<file path="src/lsr_pkg.sv">
package lsr_pkg;

    // Operating modes of the core as seen by the reset sequencer.
    typedef enum logic [1:0] {
        LSR_MODE_NORMAL = 2'h0,
        LSR_MODE_SLOW = 2'h1,
        LSR_MODE_SLEEP = 2'h2,
        LSR_MODE_IDLE = 2'h3
    } lsr_mode_t;

    // System clock sources.
    typedef enum logic [1:0] {
        LSR_CLK_FAST = 2'h0,
        LSR_CLK_SLOW = 2'h1,
        LSR_CLK_XTAL = 2'h2
    } lsr_clk_t;

    // Register map.
    localparam logic [3:0] LSR_ADDR_CTRL = 4'h0;
    localparam logic [3:0] LSR_ADDR_STAT = 4'h1;
    localparam logic [7:0] LSR_CTRL_RST = 8'h00;

    // Field positions in the system control flags register.
    localparam int LSR_BIT_WRF = 0;
    localparam int LSR_BIT_SPARE = 1;
    localparam int LSR_BIT_SDF = 2;
    localparam int LSR_BIT_XLP = 3;
    localparam int LSR_BIT_FSEL0 = 4;
    localparam int LSR_BIT_FSEL1 = 5;
    localparam int LSR_BIT_RSVD = 6;
    localparam int LSR_BIT_SYSKEEP = 7;
    // Writable bits: all but bit 6.
    localparam logic [7:0] LSR_CTRL_WMASK = 8'hbf;

    // Field positions in the status register.
    localparam int LSR_STAT_TO = 0;
    localparam int LSR_STAT_PDF = 1;
    localparam int LSR_STAT_INRST = 2;
    localparam int LSR_STAT_INSETTLE = 3;

    // Timing.
    localparam int LSR_CLK_MHZ = 100;
    localparam int LSR_RELEASE_DELAY_US = 16700;
    localparam int LSR_RELEASE_CYC = LSR_RELEASE_DELAY_US * LSR_CLK_MHZ;
    localparam int LSR_FILTER_NS = 1000;
    localparam int LSR_FILTER_CYC = (LSR_FILTER_NS * LSR_CLK_MHZ + 999) / 1000;
    localparam logic [10:0] LSR_SETTLE_FAST = 11'h010;
    localparam logic [10:0] LSR_SETTLE_SLOW = 11'h002;
    localparam logic [10:0] LSR_SETTLE_XTAL = 11'h400;
    localparam int LSR_CNT_W = 32;

endpackage

</file>
<file path="src/lsr_filter.sv">
`timescale 1ns/1ns
// Passes a level only after it has stayed high longer than the filter length.
module lsr_filter #(
    parameter int FILT_CYC = 100
) (
    // Clock and reset
    input wire logic i_clock,
    input wire logic i_rst_n,
    // Level in and qualified level out
    input wire logic i_level,
    input wire logic i_enable,
    output logic o_valid
);
    logic [lsr_pkg::LSR_CNT_W-1:0] count_r;

    always_ff @(posedge i_clock or negedge i_rst_n) begin
        if (!i_rst_n) begin
            count_r <= '0;
        end else if (!i_level || !i_enable) begin
            count_r <= '0;
        end else if (count_r <= FILT_CYC[lsr_pkg::LSR_CNT_W-1:0]) begin
            count_r <= count_r + 1'b1;
        end
    end

    always_ff @(posedge i_clock or negedge i_rst_n) begin
        if (!i_rst_n) begin
            o_valid <= 1'b0;
        end else begin
            o_valid <= i_level && i_enable && (count_r >= FILT_CYC[lsr_pkg::LSR_CNT_W-1:0]);
        end
    end
endmodule // lsr_filter

</file>
<file path="src/lsr_reset_seq.sv">
// Decided for this implementation: the register offsets and strobed register access.
`timescale 1ns/1ns
// Functional notes
// - A qualified low supply applies a full reset and sets the supply-drop flag.
// - Low supply counts only if it lasts longer than the filter time.
// - Supply-drop detection is off in sleep and idle modes.
// - Supply-drop flag is set by hardware, cleared only by power-on or a software write of zero.
// - Watchdog timeout in normal or slow mode is a full reset and sets timeout.
// - Watchdog timeout in sleep or idle clears only PC and SP, sets timeout.
// - After a normal-mode timeout reset is held for the release delay.
// - Sleep timeout settle is sixteen cycles on the fast internal oscillator.
// - Sleep timeout settle is two cycles on the slow internal oscillator.
// - Sleep timeout settle is 1024 cycles on the low-speed crystal.
// - Power-on clears timeout and power-down; supply-drop reset leaves them.
// - Sleep or idle timeout leaves timeout and power-down both set.
module lsr_reset_seq #(
    parameter int RELEASE_CYC = lsr_pkg::LSR_RELEASE_CYC,
    parameter int FILTER_CYC = lsr_pkg::LSR_FILTER_CYC
) (
    // Clock and reset
    input wire logic i_clock,
    input wire logic i_rst_n,
    // Events from the analog detector and watchdog, plus halt entry and power-down clear
    input wire logic i_low_supply,
    input wire logic i_wdt_overflow,
    input wire logic i_wdt_ctl_write_reset,
    input wire logic i_enter_halt,
    input wire logic i_clear_pdf,
    // Operating state
    input wire logic [1:0] i_mode,
    input wire logic [1:0] i_sysclk_src,
    // Register port
    input wire logic [3:0] i_addr,
    input wire logic [7:0] i_wdata,
    input wire logic i_wr,
    input wire logic i_rd,
    output logic [7:0] o_rdata,
    // Reset outputs
    output logic o_full_reset,
    output logic o_pc_sp_clear,
    output logic o_settling,
    // Flags and control bits
    output logic o_supply_drop_flag,
    output logic o_watchdog_timeout_flag,
    output logic o_power_down_flag,
    output logic o_idle_sysclk_keep,
    output logic [1:0] o_fast_osc_freq_select,
    output logic o_crystal_low_power
);
    typedef enum logic [1:0] {
        LSR_ST_RUN = 2'b00,
        LSR_ST_HOLD = 2'b01,
        LSR_ST_SETTLE = 2'b11
    } lsr_state_t;

    logic low_meta_r;
    logic low_sync_r;
    logic wdt_meta_r;
    logic wdt_sync_r;
    logic wdt_prev_r;
    logic wsr_meta_r;
    logic wsr_sync_r;
    logic low_valid;
    logic sleeping;
    logic wdt_event;
    logic supply_event;
    logic full_event;
    logic sleep_wdt_event;
    logic [7:0] ctrl_r;
    logic stat_to_r;
    logic stat_pdf_r;
    lsr_state_t state_r;
    lsr_state_t state_nxt;
    logic [lsr_pkg::LSR_CNT_W-1:0] count_r;
    logic [lsr_pkg::LSR_CNT_W-1:0] count_nxt;
    logic [lsr_pkg::LSR_CNT_W-1:0] settle_len;
    logic ctrl_hit;

    // Two-stage synchronisers for signals from other clock domains.
    always_ff @(posedge i_clock or negedge i_rst_n) begin
        if (!i_rst_n) begin
            low_meta_r <= 1'b0;
            low_sync_r <= 1'b0;
            wdt_meta_r <= 1'b0;
            wdt_sync_r <= 1'b0;
            wdt_prev_r <= 1'b0;
            wsr_meta_r <= 1'b0;
            wsr_sync_r <= 1'b0;
        end else begin
            low_meta_r <= i_low_supply;
            low_sync_r <= low_meta_r;
            wdt_meta_r <= i_wdt_overflow;
            wdt_sync_r <= wdt_meta_r;
            wdt_prev_r <= wdt_sync_r;
            wsr_meta_r <= i_wdt_ctl_write_reset;
            wsr_sync_r <= wsr_meta_r;
        end
    end

    assign sleeping = (i_mode == lsr_pkg::LSR_MODE_SLEEP) || (i_mode == lsr_pkg::LSR_MODE_IDLE);

    lsr_filter #(
        .FILT_CYC(FILTER_CYC)
    ) u_filter (
        .i_clock(i_clock),
        .i_rst_n(i_rst_n),
        .i_level(low_sync_r),
        .i_enable(!sleeping),
        .o_valid(low_valid)
    );

    // Low supply is a level; a full reset is re-armed each time it rises anew.
    assign supply_event = low_valid && !sleeping && (state_r == LSR_ST_RUN);
    assign wdt_event = wdt_sync_r && !wdt_prev_r;
    assign full_event = supply_event || (wdt_event && !sleeping) || wsr_sync_r;
    assign sleep_wdt_event = wdt_event && sleeping;

    always_comb begin
        case (i_sysclk_src)
            lsr_pkg::LSR_CLK_FAST: settle_len = {21'h0, lsr_pkg::LSR_SETTLE_FAST};
            lsr_pkg::LSR_CLK_SLOW: settle_len = {21'h0, lsr_pkg::LSR_SETTLE_SLOW};
            lsr_pkg::LSR_CLK_XTAL: settle_len = {21'h0, lsr_pkg::LSR_SETTLE_XTAL};
            default: settle_len = {21'h0, lsr_pkg::LSR_SETTLE_FAST};
        endcase
    end

    // Sequencer: run, hold in full reset, or settle after a sleep timeout.
    always_comb begin
        state_nxt = state_r;
        count_nxt = count_r;
        case (state_r)
            LSR_ST_RUN: begin
                if (full_event) begin
                    state_nxt = LSR_ST_HOLD;
                    count_nxt = RELEASE_CYC[lsr_pkg::LSR_CNT_W-1:0];
                end else if (sleep_wdt_event) begin
                    state_nxt = LSR_ST_SETTLE;
                    count_nxt = settle_len;
                end
            end
            LSR_ST_HOLD: begin
                if (low_sync_r && !sleeping) begin
                    count_nxt = RELEASE_CYC[lsr_pkg::LSR_CNT_W-1:0];
                end else if (count_r <= 32'h1) begin
                    state_nxt = LSR_ST_RUN;
                    count_nxt = '0;
                end else begin
                    count_nxt = count_r - 32'h1;
                end
            end
            LSR_ST_SETTLE: begin
                if (full_event) begin
                    state_nxt = LSR_ST_HOLD;
                    count_nxt = RELEASE_CYC[lsr_pkg::LSR_CNT_W-1:0];
                end else if (count_r <= 32'h1) begin
                    state_nxt = LSR_ST_RUN;
                    count_nxt = '0;
                end else begin
                    count_nxt = count_r - 32'h1;
                end
            end
            default: begin
                state_nxt = LSR_ST_RUN;
                count_nxt = '0;
            end
        endcase
    end

    // Power-on starts in the hold state so the core waits out the delay.
    always_ff @(posedge i_clock or negedge i_rst_n) begin
        if (!i_rst_n) begin
            state_r <= LSR_ST_HOLD;
            count_r <= RELEASE_CYC[lsr_pkg::LSR_CNT_W-1:0];
        end else begin
            state_r <= state_nxt;
            count_r <= count_nxt;
        end
    end

    always_ff @(posedge i_clock or negedge i_rst_n) begin
        if (!i_rst_n) begin
            o_full_reset <= 1'b1;
            o_pc_sp_clear <= 1'b0;
            o_settling <= 1'b0;
        end else begin
            o_full_reset <= (state_nxt == LSR_ST_HOLD);
            o_pc_sp_clear <= (state_nxt != LSR_ST_RUN);
            o_settling <= (state_nxt == LSR_ST_SETTLE);
        end
    end

    assign ctrl_hit = i_wr && (i_addr == lsr_pkg::LSR_ADDR_CTRL);

    // Control register is not touched by the full reset it reports.
    always_ff @(posedge i_clock or negedge i_rst_n) begin
        if (!i_rst_n) begin
            ctrl_r <= lsr_pkg::LSR_CTRL_RST;
        end else begin
            if (ctrl_hit) begin
                ctrl_r <= i_wdata & lsr_pkg::LSR_CTRL_WMASK;
            end
            // Hardware sets win over a software clear in the same cycle.
            if (supply_event) begin
                ctrl_r[lsr_pkg::LSR_BIT_SDF] <= 1'b1;
            end else if (ctrl_hit) begin
                ctrl_r[lsr_pkg::LSR_BIT_SDF] <= ctrl_r[lsr_pkg::LSR_BIT_SDF]
                    & i_wdata[lsr_pkg::LSR_BIT_SDF];
            end
            if (wsr_sync_r) begin
                ctrl_r[lsr_pkg::LSR_BIT_WRF] <= 1'b1;
            end else if (ctrl_hit) begin
                ctrl_r[lsr_pkg::LSR_BIT_WRF] <= ctrl_r[lsr_pkg::LSR_BIT_WRF]
                    & i_wdata[lsr_pkg::LSR_BIT_WRF];
            end
        end
    end

    // Timeout and power-down flags: only power-on clears timeout.
    always_ff @(posedge i_clock or negedge i_rst_n) begin
        if (!i_rst_n) begin
            stat_to_r <= 1'b0;
            stat_pdf_r <= 1'b0;
        end else begin
            if (wdt_event) begin
                stat_to_r <= 1'b1;
            end
            if (sleep_wdt_event || i_enter_halt) begin
                stat_pdf_r <= 1'b1;
            end else if (i_clear_pdf) begin
                stat_pdf_r <= 1'b0;
            end
        end
    end

    always_ff @(posedge i_clock or negedge i_rst_n) begin
        if (!i_rst_n) begin
            o_rdata <= 8'h00;
        end else if (i_rd) begin
            case (i_addr)
                lsr_pkg::LSR_ADDR_CTRL: o_rdata <= ctrl_r & lsr_pkg::LSR_CTRL_WMASK;
                lsr_pkg::LSR_ADDR_STAT: o_rdata <= {4'h0, (state_r == LSR_ST_SETTLE),
                    (state_r == LSR_ST_HOLD), stat_pdf_r, stat_to_r};
                default: o_rdata <= 8'h00;
            endcase
        end else begin
            o_rdata <= 8'h00;
        end
    end

    always_ff @(posedge i_clock or negedge i_rst_n) begin
        if (!i_rst_n) begin
            o_supply_drop_flag <= 1'b0;
            o_watchdog_timeout_flag <= 1'b0;
            o_power_down_flag <= 1'b0;
            o_idle_sysclk_keep <= 1'b0;
            o_fast_osc_freq_select <= 2'h0;
            o_crystal_low_power <= 1'b0;
        end else begin
            o_supply_drop_flag <= ctrl_r[lsr_pkg::LSR_BIT_SDF];
            o_watchdog_timeout_flag <= stat_to_r;
            o_power_down_flag <= stat_pdf_r;
            o_idle_sysclk_keep <= ctrl_r[lsr_pkg::LSR_BIT_SYSKEEP];
            o_fast_osc_freq_select <= ctrl_r[lsr_pkg::LSR_BIT_FSEL1:lsr_pkg::LSR_BIT_FSEL0];
            o_crystal_low_power <= ctrl_r[lsr_pkg::LSR_BIT_XLP];
        end
    end
endmodule // lsr_reset_seq

</file>
<file path="config.mk">
export PLATFORM = sky130hd
export DESIGN_NAME = lsr_reset_seq
export DESIGN_NICKNAME = d
export VERILOG_FILES = /design/src/lsr_pkg.sv /design/src/lsr_filter.sv /design/src/lsr_reset_seq.sv
export SDC_FILE = /design/constraint.sdc
export NUM_CORES = 1
export LEC_CHECK = 0
export ABC_CLOCK_PERIOD_IN_PS = 3100
export BUFFER_PORTS_ARGS = -buffer_cell sky130_fd_sc_hd__buf_2
export CAP_MARGIN = 10
export CORE_MARGIN = 2
export CORE_UTILIZATION = 55
export CTS_BUF_LIST = sky130_fd_sc_hd__clkbuf_4 sky130_fd_sc_hd__clkbuf_8 sky130_fd_sc_hd__clkbuf_16
export CTS_CLUSTER_DIAMETER = 30
export CTS_CLUSTER_SIZE = 25
export DETAILED_ROUTE_END_ITERATION = 10
export PLACE_DENSITY = 0.78
export RECOVER_POWER = 25
export SLEW_MARGIN = 5
export SYNTH_ARGS = -nofsm -noshare
export SYNTH_HDL_FRONTEND = slang
export SYNTH_HIERARCHICAL = 1
export SYNTH_SLANG_ARGS = --single-unit
</file>
<file path="constraint.sdc">
create_clock -name i_clock -period 3.1 [get_ports i_clock]
set_input_delay 0.31 -clock i_clock [delete_from_list [all_inputs] [get_ports i_clock]]
set_output_delay 0.31 -clock i_clock [all_outputs]
set_load 0.01 [all_outputs]
</file>
==> reports/qor.yml <==
grt:
  grt_pass1_wl_um: 15400
  grt_max_degree: 94
  globalRouteOverflowTotal: 0
  grtUsageTotal: 0.215
  antenna_found_initial: 0
  grt_pass1_vias: 3231
yosys:
  avgSynthCellArea_sq_um: 11.1
  synth.cell_area_sq_um: 4670
  yosysSeqAreaShare: 0.540
  synthCells: 419
  synth_area_leaders: "dfrtp_1, dfstp_2, and3_1"
  ys_top_cells_by_count: "dfrtp_1, nand2_1, and3_1"
  yosys.area.top_type: "dfrtp_1"
  synthFlopType: "dfrtp_1"
  synth_most_common_cell: "dfrtp_1"
  syn_nets: 450
  synth_cell_type_count: 72
  synth_top_cell_area_share: 0.461
  synth_edf_count: 0
  ys_seq_elements: 100
  synth_warnings: 6
  ys_async_sr_fraction: 1.00
clock_network:
  clock_path_buffers: 2
  cts_tree: "yes"
  clk_latency_ns: 0.37
  cts_setup_buffers: 0
  root_buffer: "clkbuf_8"
  path_clk_slew_ns: 0.10
  htree_levels: 3
  cts.sinks: 100
  cts_buffers: 9
  cts_hold_buf: 0
  cts_resized: 0
power:
  clkPwrFrac: 0.312
  netSwitchingPower_uw: 815
  power_density_nw_per_um2: 543
  ir_drop_uv: 308
  seq_power_share: 0.546
  leakagePower_uw: 0.00240
  p_comb_frac: 0.142
  internal_power_uw: 2000
  swShare: 0.290
die:
  die_y_um: 96.1
  io_pins: 43
  placementRows: 33
  start_util: 0.568
  core-area_sq_um: 8220
  die-area_sq_um: 9240
  die_x_um: 96.1
place:
  place_ws_ns: 0.426
  gp_congestion: 0.803
  hpwl_um: 6120
  port_buffers: 39
route:
  routed_via_density: 5.96
  drtAntennaViolNets: 0
  first_pass_iters: 5
  vias: 3407
  drtIter0Drc: 168
  routed_wl_um: 9050
  drc_errors: 0
  routedWlPerCell_um: 15.8
sta:
  setup_viol: 0
  setup_tns_ns: 0
  fin_crit_sh: 0.877
  slew_headroom: -0.469
  fin_crit_ns: 2.72
  clock-skew-final_ns: 0.00789
  drv_slew: 94
  setup_slack_ns: 0.380
  hold_viol: 0
  rsz0062_at_grt: "false"
  tightest_slew_ns: 2.20
  max_freq_mhz: 368
run_status:
  failed_checks: "capacitance limit, slew limit"
  run_status: "finished, violations left"
critical_path:
  crit_chain: "or4_1 -> or4_4 -> o31ai_2 -> buf_4 -> o21ai_2 -> a21o_1"
  cp_top_family: "simple AND/OR/NAND/NOR gates"
  cp_num_buf_inv: 1
  endpoint_kind: "flop"
  slowest_delay_ns: 0.64
  critPathMaxFanout: 11
  crit_slowest_cell: "or4_1"
  worst-setup-path-type: "reg2reg"
  crit_required_ns: 3.37
  cp.arrival_ns: 2.99
  startpoint_type: "flop"
final_layout:
  drive_gt1_frac: 0.233
  fin_nets: 493
  n_antenna_cell: 0
  syn2layout_area_growth_pct: 11.0
job:
  cap_violations: 1
min_path:
  worst_hold_path_type: "in2reg"
cell type report:
type                       instances  area (sq um)
clock buffer                       9           124
clock inverter                     7          92.6
fill                             647          3040
inverter                          13          48.8
multi-input combinational        290          2010
sequential                       100          2520
tap                              105           131
timing repair buffer              48           259
state kept, by name, indices dropped and copies added (netlist names):
signal and cells:
o_supply_drop_flag 1, low_meta_r 1, o_pc_sp_clear 1, u_filter/count_r 32
wdt_sync_r 1, o_rdata 7, o_power_down_flag 1, stat_pdf_r 1
o_settling 1, stat_to_r 1, wdt_meta_r 1, o_idle_sysclk_keep 1
wdt_prev_r 1, count_r 32, wsr_meta_r 1, u_filter/o_valid 1
o_crystal_low_power 1, wsr_sync_r 1, ctrl_r 7, o_watchdog_timeout_flag 1
o_fast_osc_freq_select 2, state_r 2, low_sync_r 1, o_full_reset 1
worst reg2reg max path: cells and delay by family (launching register included):
family / cells / cell delay, ns
AOI/OAI and AO/OA: 3 / 0.66
buffers and inverters: 1 / 0.27
and+or+nand+nor: 2 / 1.26
DFF: 1 / 0.42
through the flow:
| stage | hold slack (ns) | std cells | util | total power (uW) | area (sq um) |
|---|---|---|---|---|---|
| 5_1_grt | 0.0177 | 572 | 0.631 | 2960 | 5180 |
| 3_5_place_dp | 0.338 | 556 | 0.605 | 1950 | 4970 |
| 4_1_cts | 0.0283 | 572 | 0.631 | 2830 | 5190 |
| 2_1_floorplan | 0.0144 | 419 | - | 1810 | 4670 |
| 3_3_place_gp | 0.335 | 556 | 0.605 | 1940 | 4970 |
| 6_report | 0.0384 | 572 | 0.631 | 2810 | 5180 |
path summary, 6_finish.rpt:
check                               startpoint  depth (start not counted)              endpoint  slack, ns
worst max-delay path               count_r[22]                          6            count_r[2]       0.38
worst min-delay path            i_wdt_overflow                          1            wdt_meta_r       0.04
worst max register to register     count_r[22]                          6            count_r[2]       0.38
worst min register to register      wsr_meta_r                          0            wsr_sync_r       0.36
max in group asynchronous              i_rst_n                          1           count_r[22]       1.23
min in group asynchronous              i_rst_n                          1  u_filter/count_r[14]       0.58
power by group through the flow:
stage / sequential, uW / combinational [uW] / clock [uW]
after detailed placement: 1560 / 397 / 0
after CTS: 1530 / 401 / 900
after global routing: 1550 / 446 / 963
after floorplan: 1540 / 273 / 0
final: 1540 / 400 / 877
after global placement: 1550 / 383 / 0
placed cells by master (no fill, tap or decap), types with 9 or more instances in the layout:
cell	count
dfstp_2	14
nand3_1	15
nor3_1	17
buf_2	38
clkbuf_8	9
a21oi_1	11
or3_1	10
o21ai_0	16
nand2_1	28
dfrtp_1	86
and3_1	26
inv_1	13
nor2_1	21
kinds of logic after synthesis:
kind of cell,share of synthesized area
other,0.000804
AOI/OAI and AO/OA,0.139
muxes,0.0209
buffers and inverters,0.0316
xor gates and xnor gates,0.00751
DFF,0.540
and+or+nand+nor,0.244
adders and majority gates,0.0161
per-layer routing:
layer,GRT usage,routed length (um)
met2,0.332,4220
met1,0.295,4190
met4,0.0774,126
met3,0.0540,511
met5,0,0
(Power assumes the default switching activity.)
